$ cat src/pmbus_status_consts.vh
// Constants for the PMBus status aggregation block: command codes, field positions, timing.
// Assumes a PMBus transaction layer outside that decodes commands into strobes.
// Summary of operation
// - Command DBh is answered only as a 7-byte block read and takes no write.
// - The 56-bit status block holds MFR, OTHER, CML, TEMPERATURE, INPUT, IOUT, VOUT from top down.
// - A write to a read-only command is an invalid-command fault and sets the CML bit of the status byte.
// - The same fault sets the invalid-command flag at bit 7 of the CML status byte.
// - The fault notifies the host by asserting the alert signal.
// - A write to command DBh never clears any asserted status bit.
// - Command DCh is a 2-byte word with read and write whose content depends on PHASE.
// - With PHASE at FFh or 80h a DCh read shows one bit per faulted phase.
// - With a single phase selected a DCh read shows bits 3..0 of own_fault_word, each gated by the same-numbered phase_enabled bit.
// - Bits of unassigned or disabled phases always read zero.
// - With PHASE at FFh or 80h bits 3..0 flag phases 3..0; bits 15:4 always read zero.
// - Command E3h accepts writes only while conversion is disabled, else it is read-only.
// - Each 4-bit delay field means 1 PWM clock for 0 and 2^N+1 PWM clocks for 1..15.
// - A power-good mask bit at 0 lets its event pull power good low, at 1 it blocks it.
`ifndef PMBUS_STATUS_CONSTS_VH
`define PMBUS_STATUS_CONSTS_VH
`define CMD_AGG_STATUS 8'hdb
`define CMD_PHASE_SUMMARY 8'hdc
`define CMD_PG_SETUP 8'he3
`define AGG_BYTES 3'h7
`define PHASE_ALL 8'hff
`define PHASE_ALL_ALT 8'h80
`define CML_INVALID_BIT 7
`define BYTE_CML_BIT 1
`define PG_ASSERT_DELAY_HI 15
`define PG_ASSERT_DELAY_LO 12
`define PG_RELEASE_DELAY_HI 11
`define PG_RELEASE_DELAY_LO 8
`define PG_SETUP_RESET 16'h0000
`define NUM_PHASES 4
`endif

$ cat src/pg_delay_timer.v
// Power-good delay timer: counts PWM clock ticks for one delay field.
// Assumes pwm_tick is a one-cycle pulse per PWM clock, synchronous to sys_clk.
`timescale 1ns/1ps
`include "pmbus_status_consts.vh"
module pg_delay_timer (
  input wire sys_clk, // System clock
  input wire resetn, // Synchronous reset, active low
  input wire clk_en, // Clock enable
  input wire pwm_tick, // PWM clock tick
  input wire cond, // Condition being timed
  input wire [3:0] delay_code, // Delay field
  output reg expired // Condition held for the full delay
);
  reg [16:0] count_reg;
  wire [16:0] target;
  // 0 gives one tick, N gives 2^N+1 ticks
  assign target = (delay_code == 4'h0) ? 17'h00001 :
                  ((17'h00001 << delay_code) + 17'h00001);
  always @(posedge sys_clk) begin
    if (!resetn) begin
      count_reg <= 17'h00000;
      expired <= 1'b0;
    end else if (clk_en) begin
      if (!cond) begin
        count_reg <= 17'h00000;
        expired <= 1'b0;
      end else if (pwm_tick && !expired) begin
        count_reg <= count_reg + 17'h00001;
        if (count_reg + 17'h00001 >= target)
          expired <= 1'b1;
      end
    end
  end
endmodule // pg_delay_timer

$ cat src/pmbus_status_aggregation.v
// PMBus status aggregation: STATUS block read, phase fault summary, power-good setup.
// Assumes an outside transaction layer gives command code, write/read strobes and word data.
`timescale 1ns/1ps
`include "pmbus_status_consts.vh"
module pmbus_status_aggregation (
  input wire sys_clk, // 200 MHz clock
  input wire resetn, // Synchronous reset, active low
  input wire clk_en, // Clock enable, freezes state when low
  input wire [7:0] cmd_code, // Command code of current transaction
  input wire cmd_write, // Write strobe, one cycle, data valid
  input wire [15:0] cmd_wdata, // Write data word
  input wire block_read_start, // Start of a block read, one cycle
  input wire byte_read, // Host takes next read byte, one cycle
  input wire word_read, // Word read request, one cycle
  input wire [7:0] phase_sel, // Current PHASE value
  input wire [3:0] phase_enabled, // Phase assigned and enabled per phase
  input wire [3:0] phase_faulted, // Fault seen per phase
  input wire [15:0] own_fault_word, // Faults seen by the selected phase
  input wire [7:0] status_mfr, // Status byte MFR
  input wire [7:0] status_other, // Status byte OTHER
  input wire [7:0] status_cml_in, // CML bits from other sources
  input wire [7:0] status_temp, // Status byte TEMPERATURE
  input wire [7:0] status_input, // Status byte INPUT
  input wire [7:0] status_iout, // Status byte IOUT
  input wire [7:0] status_vout, // Status byte VOUT
  input wire cml_clear, // Host clears CML status, one cycle
  input wire conversion_en, // Conversion enabled
  input wire pwm_tick, // PWM clock tick
  input wire [7:0] pg_events, // Fault/warning events in mask bit order
  output reg [7:0] rdata, // Read byte / block byte
  output reg [15:0] rword, // Read word
  output reg rvalid, // Read data valid, one cycle
  output reg [7:0] status_cml_out, // Held CML status byte
  output reg cml_summary, // CML bit of status byte
  output reg alert_out, // Alert to host, active high
  output reg [15:0] power_good_setup, // Setup register
  output reg power_good_output // Power good level
);
  reg [55:0] snap_reg;
  reg [2:0] byte_cnt_reg;
  reg block_active_reg;
  reg [7:0] cml_flags_reg;
  reg pg_bad_reg;
  wire [55:0] live_status;
  wire is_ro_write;
  wire [3:0] phase_bits;
  wire [15:0] summary_word;
  wire [7:0] unmasked;
  wire any_event;
  wire off_done;
  wire on_done;
  wire [7:0] cml_full;

  assign cml_full = cml_flags_reg | status_cml_in;
  assign live_status = {status_mfr, status_other, cml_full, status_temp,
                        status_input, status_iout, status_vout};

  // DBh takes no write; E3h is read-only while converting
  assign is_ro_write = cmd_write && ((cmd_code == `CMD_AGG_STATUS) ||
                       ((cmd_code == `CMD_PG_SETUP) && conversion_en));

  genvar i;
  generate
    for (i = 0; i < `NUM_PHASES; i = i + 1) begin : g_phase
      assign phase_bits[i] = phase_enabled[i] &
        (((phase_sel == `PHASE_ALL) || (phase_sel == `PHASE_ALL_ALT)) ?
         phase_faulted[i] : own_fault_word[i]);
    end
  endgenerate
  assign summary_word = {12'h000, phase_bits};

  assign unmasked = pg_events & ~power_good_setup[7:0];
  assign any_event = |unmasked;

  pg_delay_timer u_off (
    .sys_clk(sys_clk),
    .resetn(resetn),
    .clk_en(clk_en),
    .pwm_tick(pwm_tick),
    .cond(any_event),
    .delay_code(power_good_setup[`PG_ASSERT_DELAY_HI:`PG_ASSERT_DELAY_LO]),
    .expired(off_done)
  );
  pg_delay_timer u_on (
    .sys_clk(sys_clk),
    .resetn(resetn),
    .clk_en(clk_en),
    .pwm_tick(pwm_tick),
    .cond(!any_event),
    .delay_code(power_good_setup[`PG_RELEASE_DELAY_HI:`PG_RELEASE_DELAY_LO]),
    .expired(on_done)
  );

  always @(posedge sys_clk) begin
    if (!resetn) begin
      snap_reg <= 56'h00000000000000;
      byte_cnt_reg <= 3'h0;
      block_active_reg <= 1'b0;
      cml_flags_reg <= 8'h00;
      pg_bad_reg <= 1'b0;
      rdata <= 8'h00;
      rword <= 16'h0000;
      rvalid <= 1'b0;
      status_cml_out <= 8'h00;
      cml_summary <= 1'b0;
      alert_out <= 1'b0;
      power_good_setup <= `PG_SETUP_RESET;
      power_good_output <= 1'b0;
    end else if (clk_en) begin
      rvalid <= 1'b0;
      // Block read: snapshot so all seven bytes agree
      if (block_read_start && cmd_code == `CMD_AGG_STATUS) begin
        snap_reg <= live_status;
        block_active_reg <= 1'b1;
        byte_cnt_reg <= 3'h0;
        rdata <= {5'h00, `AGG_BYTES}; // byte count first
        rvalid <= 1'b1;
      end else if (byte_read && block_active_reg) begin
        // MFR byte first, VOUT last
        rdata <= snap_reg[55:48];
        snap_reg <= {snap_reg[47:0], 8'h00};
        rvalid <= 1'b1;
        byte_cnt_reg <= byte_cnt_reg + 3'h1;
        if (byte_cnt_reg == `AGG_BYTES - 3'h1)
          block_active_reg <= 1'b0;
      end
      if (word_read) begin
        rvalid <= 1'b1;
        if (cmd_code == `CMD_PHASE_SUMMARY)
          rword <= summary_word;
        else if (cmd_code == `CMD_PG_SETUP)
          rword <= power_good_setup;
        else
          rword <= 16'h0000;
      end
      // Phase summary writes are accepted but hold no state of their own
      if (cmd_write && cmd_code == `CMD_PG_SETUP && !conversion_en)
        power_good_setup <= cmd_wdata;
      // Set wins over clear; a DBh write never clears anything
      if (is_ro_write) begin
        cml_flags_reg[`CML_INVALID_BIT] <= 1'b1;
      end else if (cml_clear) begin
        cml_flags_reg <= 8'h00;
      end
      status_cml_out <= cml_full;
      cml_summary <= (|cml_full) | is_ro_write;
      alert_out <= (|cml_full) | is_ro_write;
      // Power good held low while converter is off
      if (!conversion_en)
        pg_bad_reg <= 1'b1;
      else if (off_done)
        pg_bad_reg <= 1'b1;
      else if (on_done)
        pg_bad_reg <= 1'b0;
      power_good_output <= conversion_en && !pg_bad_reg && !off_done;
    end
  end
endmodule // pmbus_status_aggregation

$ cat config.mk
export PLATFORM = sky130hd
export DESIGN_NAME = pmbus_status_aggregation
export DESIGN_NICKNAME = d
export VERILOG_FILES = /design/src/pg_delay_timer.v /design/src/pmbus_status_aggregation.v
export VERILOG_INCLUDE_DIRS = /design/src
export SDC_FILE = /design/constraint.sdc
export NUM_CORES = 1
export LEC_CHECK = 0
export BUFFER_PORTS_ARGS = -buffer_cell sky130_fd_sc_hd__clkbuf_2
export CAP_MARGIN = 20
export CORE_MARGIN = 2
export CORE_UTILIZATION = 55
export CTS_CLUSTER_DIAMETER = 120
export DETAILED_ROUTE_END_ITERATION = 10
export MAX_ROUTING_LAYER = met4
export PLACE_DENSITY_LB_ADDON = 0.12
export SYNTH_ARGS = -nofsm -noshare
export SYNTH_HDL_FRONTEND = slang
export SYNTH_HIERARCHICAL = 1
export SYNTH_SLANG_ARGS = --single-unit
$ cat constraint.sdc
create_clock -name sys_clk -period 5.5 [get_ports sys_clk]
set_clock_uncertainty 0.05 [all_clocks]
set_input_delay 0 -clock sys_clk [delete_from_list [all_inputs] [get_ports sys_clk]]
set_output_delay 0 -clock sys_clk [all_outputs]
set_load 0.01 [all_outputs]
==> results of run 1 <==
[synthesized netlist by cell type, drive strengths merged (18+ instances only)]
master	number
dfxtp	149
nor2b	67
nand3	38
inv	18
nand2	59
clkbuf	29
buf	33
a21oi	75
nor2	41
o21ai	86
ha	40
xnor2	22
a22oi	24
mux2i	73
[routing by layer]
metal  GRT usage [%]  vias to the layer above  share of wire [%]
li1                -                     3729                  -
met1           35.41                     3438                 45
met2           46.38                      242                 48
met3           5.713                       29                5.4
met4           7.667                        0                1.4
met5               -                        -                  0
[critical path, stage by stage, from the launching register on]
cell,delay [ns]
dfxtp_1,0.44
o22ai_1,0.14
or4_1,0.68
inv_1,0.16
and4b_1,0.58
nand2_1,0.29
a31oi_1,0.21
o21ai_0,0.10
o31ai_1,0.08
[power by group]
part / internal (mW) / total, mW / switching [mW]
Clock: 0.735 / 1.19 / 0.457
Sequential: 1.09 / 1.09 / 0.00624
Combinational: 0.0991 / 0.184 / 0.0847
Total: 1.92 / 2.47 / 0.548
[worst paths after layout]
path,end,cells past startpoint
worst max register to register,u_on/count_reg[15]$_SDFFE_PN0P_,8
worst min register to register,snap_reg[39]$_SDFFE_PN0P_,2
worst max-delay path,u_on/count_reg[15]$_SDFFE_PN0P_,8
worst min-delay path,rdata[1]$_SDFFE_PN0P_,4
[logic make-up after synthesis]
group                    share of synthesized area [%]
multiplexers                                     9.713
AND/OR/NAND/NOR                                  20.16
flip-flops                                       37.35
AO/OA/AOI/OAI                                    18.17
adder cells (fa/ha/maj)                          6.267
buffers and inverters                            4.637
XOR/XNOR                                         3.603
other                                          0.09403
[final cells by class]
type | count | area [µm²]
inverters | 19 | 71.32
well taps | 184 | 230.2
repair buffers | 258 | 1727
multi-input cells | 681 | 4646
flip-flops and latches | 149 | 2983
fillers | 1107 | 4109
clock inverters | 11 | 150.1
clock buffers | 19 | 452.9
[timing repair]
item	CTS	global route
endpoints found under the hold margin	88	0
hold buffers	84	0
setup buffers	0	0
[stage by stage]
step | power (mW) | hold WS [ns]
after floorplan | 1.182 | 0.1042
after detailed placement | 1.252 | 0.1939
final | 2.468 | 0.07747
after CTS | 2.485 | 0.05327
after global routing | 2.556 | 0.09981
after global placement | 1.251 | 0.1971
==> metrics.md, run 1 <==
| Metric | Value |
|---|---|
| Status | finished, final reports clean |
| DR WL/cell | ~16 µm |
| PwrDens | 240.6 nW/µm² |
| I/O Buffers | 169 |
| Post-synthesis cell count | 910 |
| Total GRT Usage | 28.18% |
| Clk_lat worst skew | around 0.42 ns |
| R2R Setup Slk | roughly 2.7 ns |
| Max rail drop VDD | ~0.21 mV |
| Period utilization | roughly 50% |
| Final setup vio count | 0 |
| Fin nets | 1,296 |
| Clock-pin slew on the worst setup and hold paths | 0.06 ns |
| Dpl hpwl | about 14,000 µm |
| Worst Path Arrival | between 3 and 4 ns |
| Cts bufs inserted | 17 |
| Final min period | 2.817 ns |
| Main flop type after synthesis | dfxtp_1 |
| Startpoint types | flip-flop |
| RD Place Congestion | 0.8998 |
| Synth async-reset ratio | 0% |
| Area of the mapped netlist | 7986 µm² |
| # clock sinks | approximately 150 |
| Initial Util | 55.58% |
| Routed vias/inst | 5.631 |
| DRC violations left | 0 |
| Max-Cap Viols | 0 |
| Post-CTS sizing | 0 |
| Pin count of the biggest net entering global routing | 72 |
| RSZ-0062 raised after global routing | no |
| Req. time, crit path | 5.78 ns |
| Pre-CTS WS | between 2 and 3 ns |
| CP Class | reg2reg |
| Initial antenna violation count | 0 |
| Crit end category | flip-flop |
| Hold Path Class | in2reg |
| Worst-path maximum fanout | 14 |
| RR Startpoint | power_good_setup[2]$_SDFFE_PN0P_ |
| CP Launch Point | power_good_setup[2]$_SDFFE_PN0P_ |
| Core Util, Final | between 70 and 80% |
| Via count | 7,438 |
| Final max-slew violation count | 0 |
| Setup TNS Final | 0 ns |
| Final worst setup slack | 2.683 ns |
| Clock Tree Buf Depth | 2 |
| Most frequent cells in the layout | clkbuf_2, dfxtp_1, dlygate4sd3_1 |
| Global-route wire length before repair | ~35,000 µm |
| Ant diodes | 0 |
| Area growth syn-to-layout | 28.47% |
| Layout cells sized above 1 | 19.70% |
| Yosys top cell area share | 37.35% |
| Core ar. | between 10,000 and 15,000 µm² |
| Sequential cell area fraction in the yosys report | 37.35% |
| Number of synthesized flops with an enable pin | 0 |
| Die Ht | 124.5 µm |
| H-Tree Depth | 4 |
| IO Count | 182 |
| YS warnings | 6 |
| Worst slew pin tran | 1.016 ns |
| Iteration count of the initial detailed-routing pass | 7 |
| Total gr overflow | 0 |
| Final wirelength | 21,120 µm |
| Design area | 10,260 µm² |
| LEAKAGE | 4.284 nW |
| DP Area | 8816 µm² |
| Peak Freq | 355.0 MHz |
| Top cells by area, synth | dfxtp_1, mux2i_1, ha_1 |
| Max FFs per register | 56 |
| Yosys cell types | 67 |
| Mean Syn Cell Area | 8.776 µm² |
| Layout Cells excl Fill | 1,321 |
| Hold Path Origin | byte_read |
| Final Hold Fails | 0 |
| CTS root buffer | clkbuf_16 |
| Synthesized flop and latch total | 149 |
| Vias in the first global route | 7,012 |
| Die Area | 15,500 µm² |
| Area leader, netlist | dfxtp_1 |
| CTS tree | done |
| Antenna viol nets, final | 0 |
| Most common cell after layout, fill and taps aside | clkbuf_2 |
| Placed insts | 1,207 |
| Drt initial violations | 490 |
| Slew margin rel. | 32.10% |
| Row Count | 44 |
| Die Wd | around 120 µm |
No activity file was read; power rests on OpenSTA's default activity.
==> inputs of run 2 (changes only) <==
CORE_UTILIZATION = 49   (was 55)
clock period = 2.3 ns   (was 5.5 ns; I/O delays follow)
==> run 2 against run 1 <==
Compared with the run above: sequential power is 140% higher; sequential cell count stayed put; final cell count is 8.2% higher; via count is 1.8% higher; utilization is 1.9 points lower; count of clock-buffer cells in the layout stayed put; die area is 12% higher; combinational power grew to 2.5 times the previous value; register-to-register slack worse by 2.6 ns; critical endpoint is now u_on/expired$_SDFFE_PN0P_.
==> metrics.md, run 2 (synthesized netlist as in run 1, its figures left out) <==
| Metric | Value |
|---|---|
| Met2 Use GR | 42.41% (-4.0 points) |
| DR WL/cell | 15.32 µm (-4.2%) |
| Initial antenna violation count | 0 (unchanged) |
| Pin count of the biggest net entering global routing | 100 (+39%) |
| Final min period | 2.256 ns (-0.5611 ns) |
| Final max-slew violation count | 0 (unchanged) |
| Via count | 7,569 (+1.8%) |
| Slew margin rel. | 45.69% (+14 points) |
| Initial Util | 50.28% (-5.3 points) |
| IO Count | 182 (unchanged) |
| Routed vias/inst | 5.297 (-5.9%) |
| Worst Path Arrival | 2.52 ns (-0.58 ns) |
| CP Class | reg2reg |
| Number of fill cells | 1,248 (+13%) |
| Final wirelength | 21,900 µm (+3.7%) |
| Clock share of power | 46.0% (-2.3 points) |
| Cts bufs inserted | 17 (unchanged) |
| Row Count | 46 (+4.5%) |
| Final worst setup slack | 0.04404 ns (-2.639 ns) |
| CTS root buffer | clkbuf_16 |
| Worst R2R Path Depth | 10 (+2) |
| Die Area | 17,340 µm² (+12%) |
| Hold path cells | 4 (unchanged) |
| Die Ht | 131.7 µm (+5.8%) |
| Sequential fraction of design power | 45.8% (+1.5 points) |
| Worst-path maximum fanout | 7 (-7) |
| Hold Path Class | in2reg |
| Pre-CTS WS | -0.03525 ns (-2.717 ns) |
| Max FFs per register | 56 (unchanged) |
| Total gr overflow | 0 (unchanged) |
| Max rail drop VDD | 0.4887 mV (+140%) |
| Pint | 4.295 mW (+120%) |
| Clock-pin slew on the worst setup and hold paths | 0.07 ns (about the same) |
| Psw | 1.400 mW (+160%) |
| Core ar. | 15,890 µm² (+11%) |
| Met3 Use GR | 5.208% (-0.50 points) |
| Iteration count of the initial detailed-routing pass | 4 (-3) |
| Dpl hpwl | 14,890 µm (+8.0%) |
| Vias in the first global route | 7,356 (+4.9%) |
| Total GRT Usage | 25.75% (-2.4 points) |
| Status | finished, final reports clean |
| Startpoint types | flip-flop |
| Period utilization | 98.09% (+47 points) |
| Most common cell after layout, fill and taps aside | clkbuf_2 |
| Clock Tree Buf Depth | 2 (unchanged) |
| Final setup vio count | 0 (unchanged) |
| Crit end category | flip-flop |
| Design area | 11,030 µm² (+7.5%) |
| Final Hold Fails | 0 (unchanged) |
| Area growth syn-to-layout | 38.15% |
| LEAKAGE | 4.712 nW (+10%) |
| DRC violations left | 0 (unchanged) |
| # clock sinks | 149 (unchanged) |
| Clk_lat worst skew | 0.42 ns (about the same) |
| Peak Freq | 443.3 MHz (+25%) |
| H-Tree Depth | 4 (unchanged) |
| I/O Buffers | 169 (unchanged) |
| PwrDens | 516.2 nW/µm² (+110%) |
| Antenna viol nets, final | 0 (unchanged) |
| RD Place Congestion | 0.8459 (-6.0%) |
| Fin nets | 1,370 (+5.7%) |
| Max-Cap Viols | 0 (unchanged) |
| Drt initial violations | 363 (-26%) |
| Layout cells sized above 1 | 27.21% (+7.5 points) |
| Worst slew pin tran | 0.8116 ns (-0.2048 ns) |
| Most Crowded Layer GR | met2 |
| Req. time, crit path | 2.56 ns (-3.22 ns) |
| Setup TNS Final | 0 ns (unchanged) |
| RSZ-0062 raised after global routing | yes |
| Switching Share | 24.58% (+2.4 points) |
| GR Util met1 | 32.32% (-3.1 points) |
| Ant diodes | 0 (unchanged) |
| Die Wd | 131.7 µm (+5.8%) |
| DP Area | 9433 µm² (+7.0%) |
| Most frequent cells in the layout | clkbuf_2, dfxtp_1, dlygate4sd3_1 |
| Global-route wire length before repair | 35,710 µm (+2.0%) |
| CTS tree | done |
| Gate power share | 8.2% (+0.8 points) |
## run 2: changes by cell type in the layout (fill, tap and decap cells not counted), sizes merged
cell and change:
clkinv -2, bufinv -3, buf +73, clkinvlp +2, dlygate4sd3 +1, inv +5
## run 2: power groups by stage
stage / combinational, mW / clock [mW] / sequential (mW)
final: 0.466 / 2.62 / 2.61
after detailed placement: 0.348 / 0 / 2.67
after floorplan: 0.155 / 0 / 2.67
after global routing: 0.505 / 2.78 / 2.61
after CTS: 0.458 / 2.67 / 2.61
after global placement: 0.345 / 0 / 2.67
## run 2: critical path, cell delays in order (launching register included)
cell	delay, ns
dfxtp_1	0.44
and4_4	0.29
nand4_4	0.11
buf_6	0.15
nor3_2	0.18
xor2_1	0.27
ha_1	0.29
nand4_1	0.11
nor2_1	0.05
a21oi_1	0.13
nand2_1	0.06
## run 2: final cells by class
type | instances | area, µm² | share of cell area [%]
Clock buffer | 19 | 442.9 | 4.015
Clock inverter | 13 | 112.6 | 1.021
Inverter | 19 | 71.32 | 0.6464
Multi-Input combinational cell | 681 | 4810 | 43.59
Sequential cell | 149 | 2997 | 27.16
Tap cell | 216 | 270.3 | 2.450
Timing Repair Buffer | 332 | 2330 | 21.12
## run 2: stage by stage
step	std cells	total power [mW]	util (%)	hold slack [ns]
after floorplan	912	2.826	-	0.1042
after global placement	1309	3.013	59.38	0.1978
after detailed placement	1309	3.016	59.38	0.1987
after CTS	1427	5.741	68.43	0.03565
after global routing	1429	5.900	69.45	0.08147
final	1429	5.695	69.45	0.05089
## run 2: final timing paths
check / from / to / slack [ns]
worst max-delay path: u_on/count_reg[2]$_SDFFE_PN0P_ / u_on/expired$_SDFFE_PN0P_ / 0.04
worst min-delay path: byte_read / rdata[5]$_SDFFE_PN0P_ / 0.05
worst max register to register: u_on/count_reg[2]$_SDFFE_PN0P_ / u_on/expired$_SDFFE_PN0P_ / 0.04
worst min register to register: snap_reg[53]$_SDFFE_PN0P_ / rdata[5]$_SDFFE_PN0P_ / 0.40
## run 2: routing by layer
| layer | vias up | wire [µm] |
|---|---|---|
| li1 | 3867 | - |
| met2 | 193 | 10580 |
| met5 | - | 0 |
| met3 | 30 | 964 |
| met1 | 3479 | 10050 |
| met4 | 0 | 305 |
## run 2: what timing repair did
item,4_1_cts,5_1_grt
hold buffers,85,0
resized for setup,6,34
endpoints found under the setup margin,2,15
pin swaps,6,19
endpoints found under the hold margin,96,0
buffers inserted,1,2
==> inputs of run 3 (changes only) <==
CELL_PAD_IN_SITES_DETAIL_PLACEMENT = 1   (was unset)
CELL_PAD_IN_SITES_GLOBAL_PLACEMENT = 2   (was unset)
CORE_UTILIZATION = 35   (was 49)
GPL_TIMING_DRIVEN = 0   (was unset)
clock period = 2.8 ns   (was 2.3 ns; I/O delays follow)
==> run 3 against run 2 <==
Compared with the run above: maximum frequency shrank 15%; first-iteration DRC count shrank 11%; combinational power shrank 17%; worst setup slack gained 0.099 ns; critical path depth is the same; sequential share of layout area grew 0.88 points; total power shrank 16%; die area grew 39%; count of clock-buffer cells in the layout shrank 1.
==> metrics.md, run 3 (synthesized netlist as in run 1, its figures left out) <==
| Metric | Value |
|---|---|
| CP Class | reg2reg |
| DR WL/cell | 17.64 µm (+15%) |
| Clk_lat worst skew | 0.43 ns (about the same) |
| Startpoint types | flip-flop |
| DRC violations left | 0 (unchanged) |
| I/O Buffers | 168 (-0.59%) |
| R2R Setup Slk | 0.14 ns (+0.10 ns) |
| Fin nets | 1,351 (-1.4%) |
| Die Area | 24,040 µm² (+39%) |
| Global-route wire length before repair | 41,870 µm (+17%) |
| LEAKAGE | 4.482 nW (-4.9%) |
| Met2 Use GR | 37.74% (-4.7 points) |
| Layout cells sized above 1 | 21.69% (-5.5 points) |
| Antenna viol nets, final | 0 (unchanged) |
| Vias in the first global route | 7,792 (+5.9%) |
| Final min period | 2.657 ns (+0.4010 ns) |
| Most common cell after layout, fill and taps aside | clkbuf_2 |
| Slowest stage delay, CP | 0.43 ns (about the same) |
| Via count | 7,638 (+0.91%) |
| GR Util met1 | 29.24% (-3.1 points) |
| Max-Cap Viols | 0 (unchanged) |
| Period utilization | 94.89% (-3.2 points) |
| Final wirelength | 26,090 µm (+19%) |
| Design area | 10,650 µm² (-3.5%) |
| Clock-pin slew on the worst setup and hold paths | 0.06 ns (about the same) |
| # clock sinks | 149 (unchanged) |
| CTS tree | done |
| Iteration count of the initial detailed-routing pass | 4 (unchanged) |
| Drt initial violations | 322 (-11%) |
| Row Count | 55 (+20%) |
| Crit path top cell by count | o21ai_0 |
| RSZ-0062 raised after global routing | no |
| Final max-slew violation count | 0 (unchanged) |
| Hold Path Origin | word_read |
| Slew margin rel. | 37.14% (-8.6 points) |
| Final Hold Fails | 0 (unchanged) |
| Clock Tree Buf Depth | 2 (unchanged) |
| Total GRT Usage | 22.68% (-3.1 points) |
| Req. time, crit path | 3.06 ns (+0.50 ns) |
| Max FFs per register | 56 (unchanged) |
| Crit-path leading delay family | simple AND/OR/NAND/NOR gates |
| Final worst setup slack | 0.1431 ns (+0.09904 ns) |
| Dpl hpwl | 19,300 µm (+30%) |
| Core ar. | 22,500 µm² (+42%) |
| Max rail drop VDD | 0.3222 mV (-34%) |
| Worst Hold End | rword[15]$_SDFFE_PN0P_ |
| Setup TNS Final | 0 ns (unchanged) |
| Worst-path maximum fanout | 7 (unchanged) |
| Peak Freq | 376.4 MHz (-15%) |
| H-Tree Depth | 4 (unchanged) |
| Pre-CTS WS | -0.009272 ns (+0.02598 ns) |
| Core Util, Final | 47.32% (-22 points) |
| Number of fill cells | 2,669 (+110%) |
| PwrDens | 448.5 nW/µm² (-13%) |
| Initial Util | 35.49% (-15 points) |
| Status | finished, final reports clean |
| CTS root buffer | clkbuf_16 |
| Pin count of the biggest net entering global routing | 17 (-83%) |
| Ant diodes | 0 (unchanged) |
| Hold Path Class | in2reg |
| Most Crowded Layer GR | met2 |
| Initial antenna violation count | 0 (unchanged) |
| CP max stage cell | dfxtp_1 |
| DP Area | 9191 µm² (-2.6%) |
| RD Place Congestion | 0.8415 (-0.52%) |
| Routed vias/inst | 5.164 (-2.5%) |
| Die Ht | 155.1 µm (+18%) |
| Area growth syn-to-layout | 33.32% |
| Worst Path Arrival | 2.92 ns (+0.40 ns) |
| Hold path cells | 4 (unchanged) |
| Crit end category | flip-flop |
| IO Count | 182 (unchanged) |
| RR Startpoint | u_off/count_reg[0]$_SDFFE_PN0P_ |
| Final setup vio count | 0 (unchanged) |
| Total gr overflow | 0 (unchanged) |
| Worst R2R Path Depth | 10 (unchanged) |
| Met3 Use GR | 3.760% (-1.4 points) |
| Worst slew pin tran | 0.9394 ns (+0.1278 ns) |
| Buf/Inv on CP | 0 (-1) |
| Cts bufs inserted | 17 (unchanged) |
| Die Wd | 155.1 µm (+18%) |
| Worst r2r dst | u_off/expired$_SDFFE_PN0P_ |
| Most frequent cells in the layout | clkbuf_2, dfxtp_1, dlygate4sd3_1 |
| Crit path cell chain | ha_2, nand2_1, nor3_4, nand4_1, xnor2_1, ha_1, a211oi_1, o21ai_0, nor3_1, o21ai_0 |
==> run 3: cell types whose count changed in the layout (fill, tap and decap cells not counted), moves of 4 or more <==
cell	change
buf_4	-70
buf_2	+26
dfxtp_2	-6
nor3_2	-4
nor4_1	+4
clkbuf_1	+23
dfxtp_1	+7
==> run 3: layout make-up <==
cell class / count / area, µm² / share of cell area [%]
Inverter: 19 / 71.32 / 0.6698
Clock inverter: 14 / 132.6 / 1.246
Multi-Input combinational cell: 681 / 4679 / 43.95
Clock buffer: 18 / 439.2 / 4.125
Tap cell: 285 / 356.6 / 3.349
Sequential cell: 149 / 2985 / 28.04
Timing Repair Buffer: 253 / 1692 / 15.89
Buffer: 60 / 291.5 / 2.738
==> run 3: worst max-delay path by stage <==
| stage | from | end | slack (ns) | cells after the start |
|---|---|---|---|---|
| 5_1_grt | power_good_setup[13]$_SDFFE_PN0P_ | u_off/expired$_SDFFE_PN0P_ | 0.009 | 12 |
| 3_5_place_dp | u_on/count_reg[0]$_SDFFE_PN0P_ | u_on/expired$_SDFFE_PN0P_ | -0.009 | 10 |
| 2_1_floorplan | u_on/count_reg[0]$_SDFFE_PN0P_ | u_on/expired$_SDFFE_PN0P_ | 0.35 | 10 |
| 4_1_cts | u_off/count_reg[0]$_SDFFE_PN0P_ | u_off/expired$_SDFFE_PN0P_ | 0.02 | 10 |
| 3_3_place_gp | u_on/count_reg[0]$_SDFFE_PN0P_ | u_on/expired$_SDFFE_PN0P_ | -0.009 | 10 |
| 6_report | u_off/count_reg[0]$_SDFFE_PN0P_ | u_off/expired$_SDFFE_PN0P_ | 0.14 | 10 |
==> run 3: routing by layer <==
metal | vias to the layer above | share of wire, %
met4 | 0 | 0.67
met2 | 163 | 47
li1 | 3825 | -
met5 | - | 0
met1 | 3635 | 48
met3 | 15 | 3.8
==> run 3: worst reg2reg max path: cells and delay by family, from the launching register on <==
kind / cells / cell delay [ns]
simple gates: 4 / 0.78
fa+ha+maj: 2 / 0.61
compound gates: 3 / 0.48
flops: 1 / 0.43
xor+xnor: 1 / 0.19
==> run 3: where the power goes <==
| group | internal, mW | leakage (nW) | switching, mW | total [mW] |
|---|---|---|---|---|
| clock | 1.20 | 0.281 | 1.04 | 2.24 |
| combinational | 0.204 | 3.00 | 0.185 | 0.389 |
| sequential | 2.13 | 1.20 | 0.0136 | 2.15 |
| total | 3.54 | 4.48 | 1.24 | 4.78 |
==> run 3: per-stage QoR <==
step	power, mW	hold WS (ns)	cells
after floorplan	2.322	0.1042	912
after global placement	2.491	0.1894	1365
after detailed placement	2.493	0.1992	1365
after CTS	4.840	0.003176	1482
after global routing	4.971	0.04371	1479
final	4.776	0.01141	1479
==> run 3: what timing repair did <==
item	CTS	global route
setup buffers	0	0
endpoints found under the hold margin	98	0
setup endpoints to repair	1	8
hold buffers	85	0
resized for setup	2	10
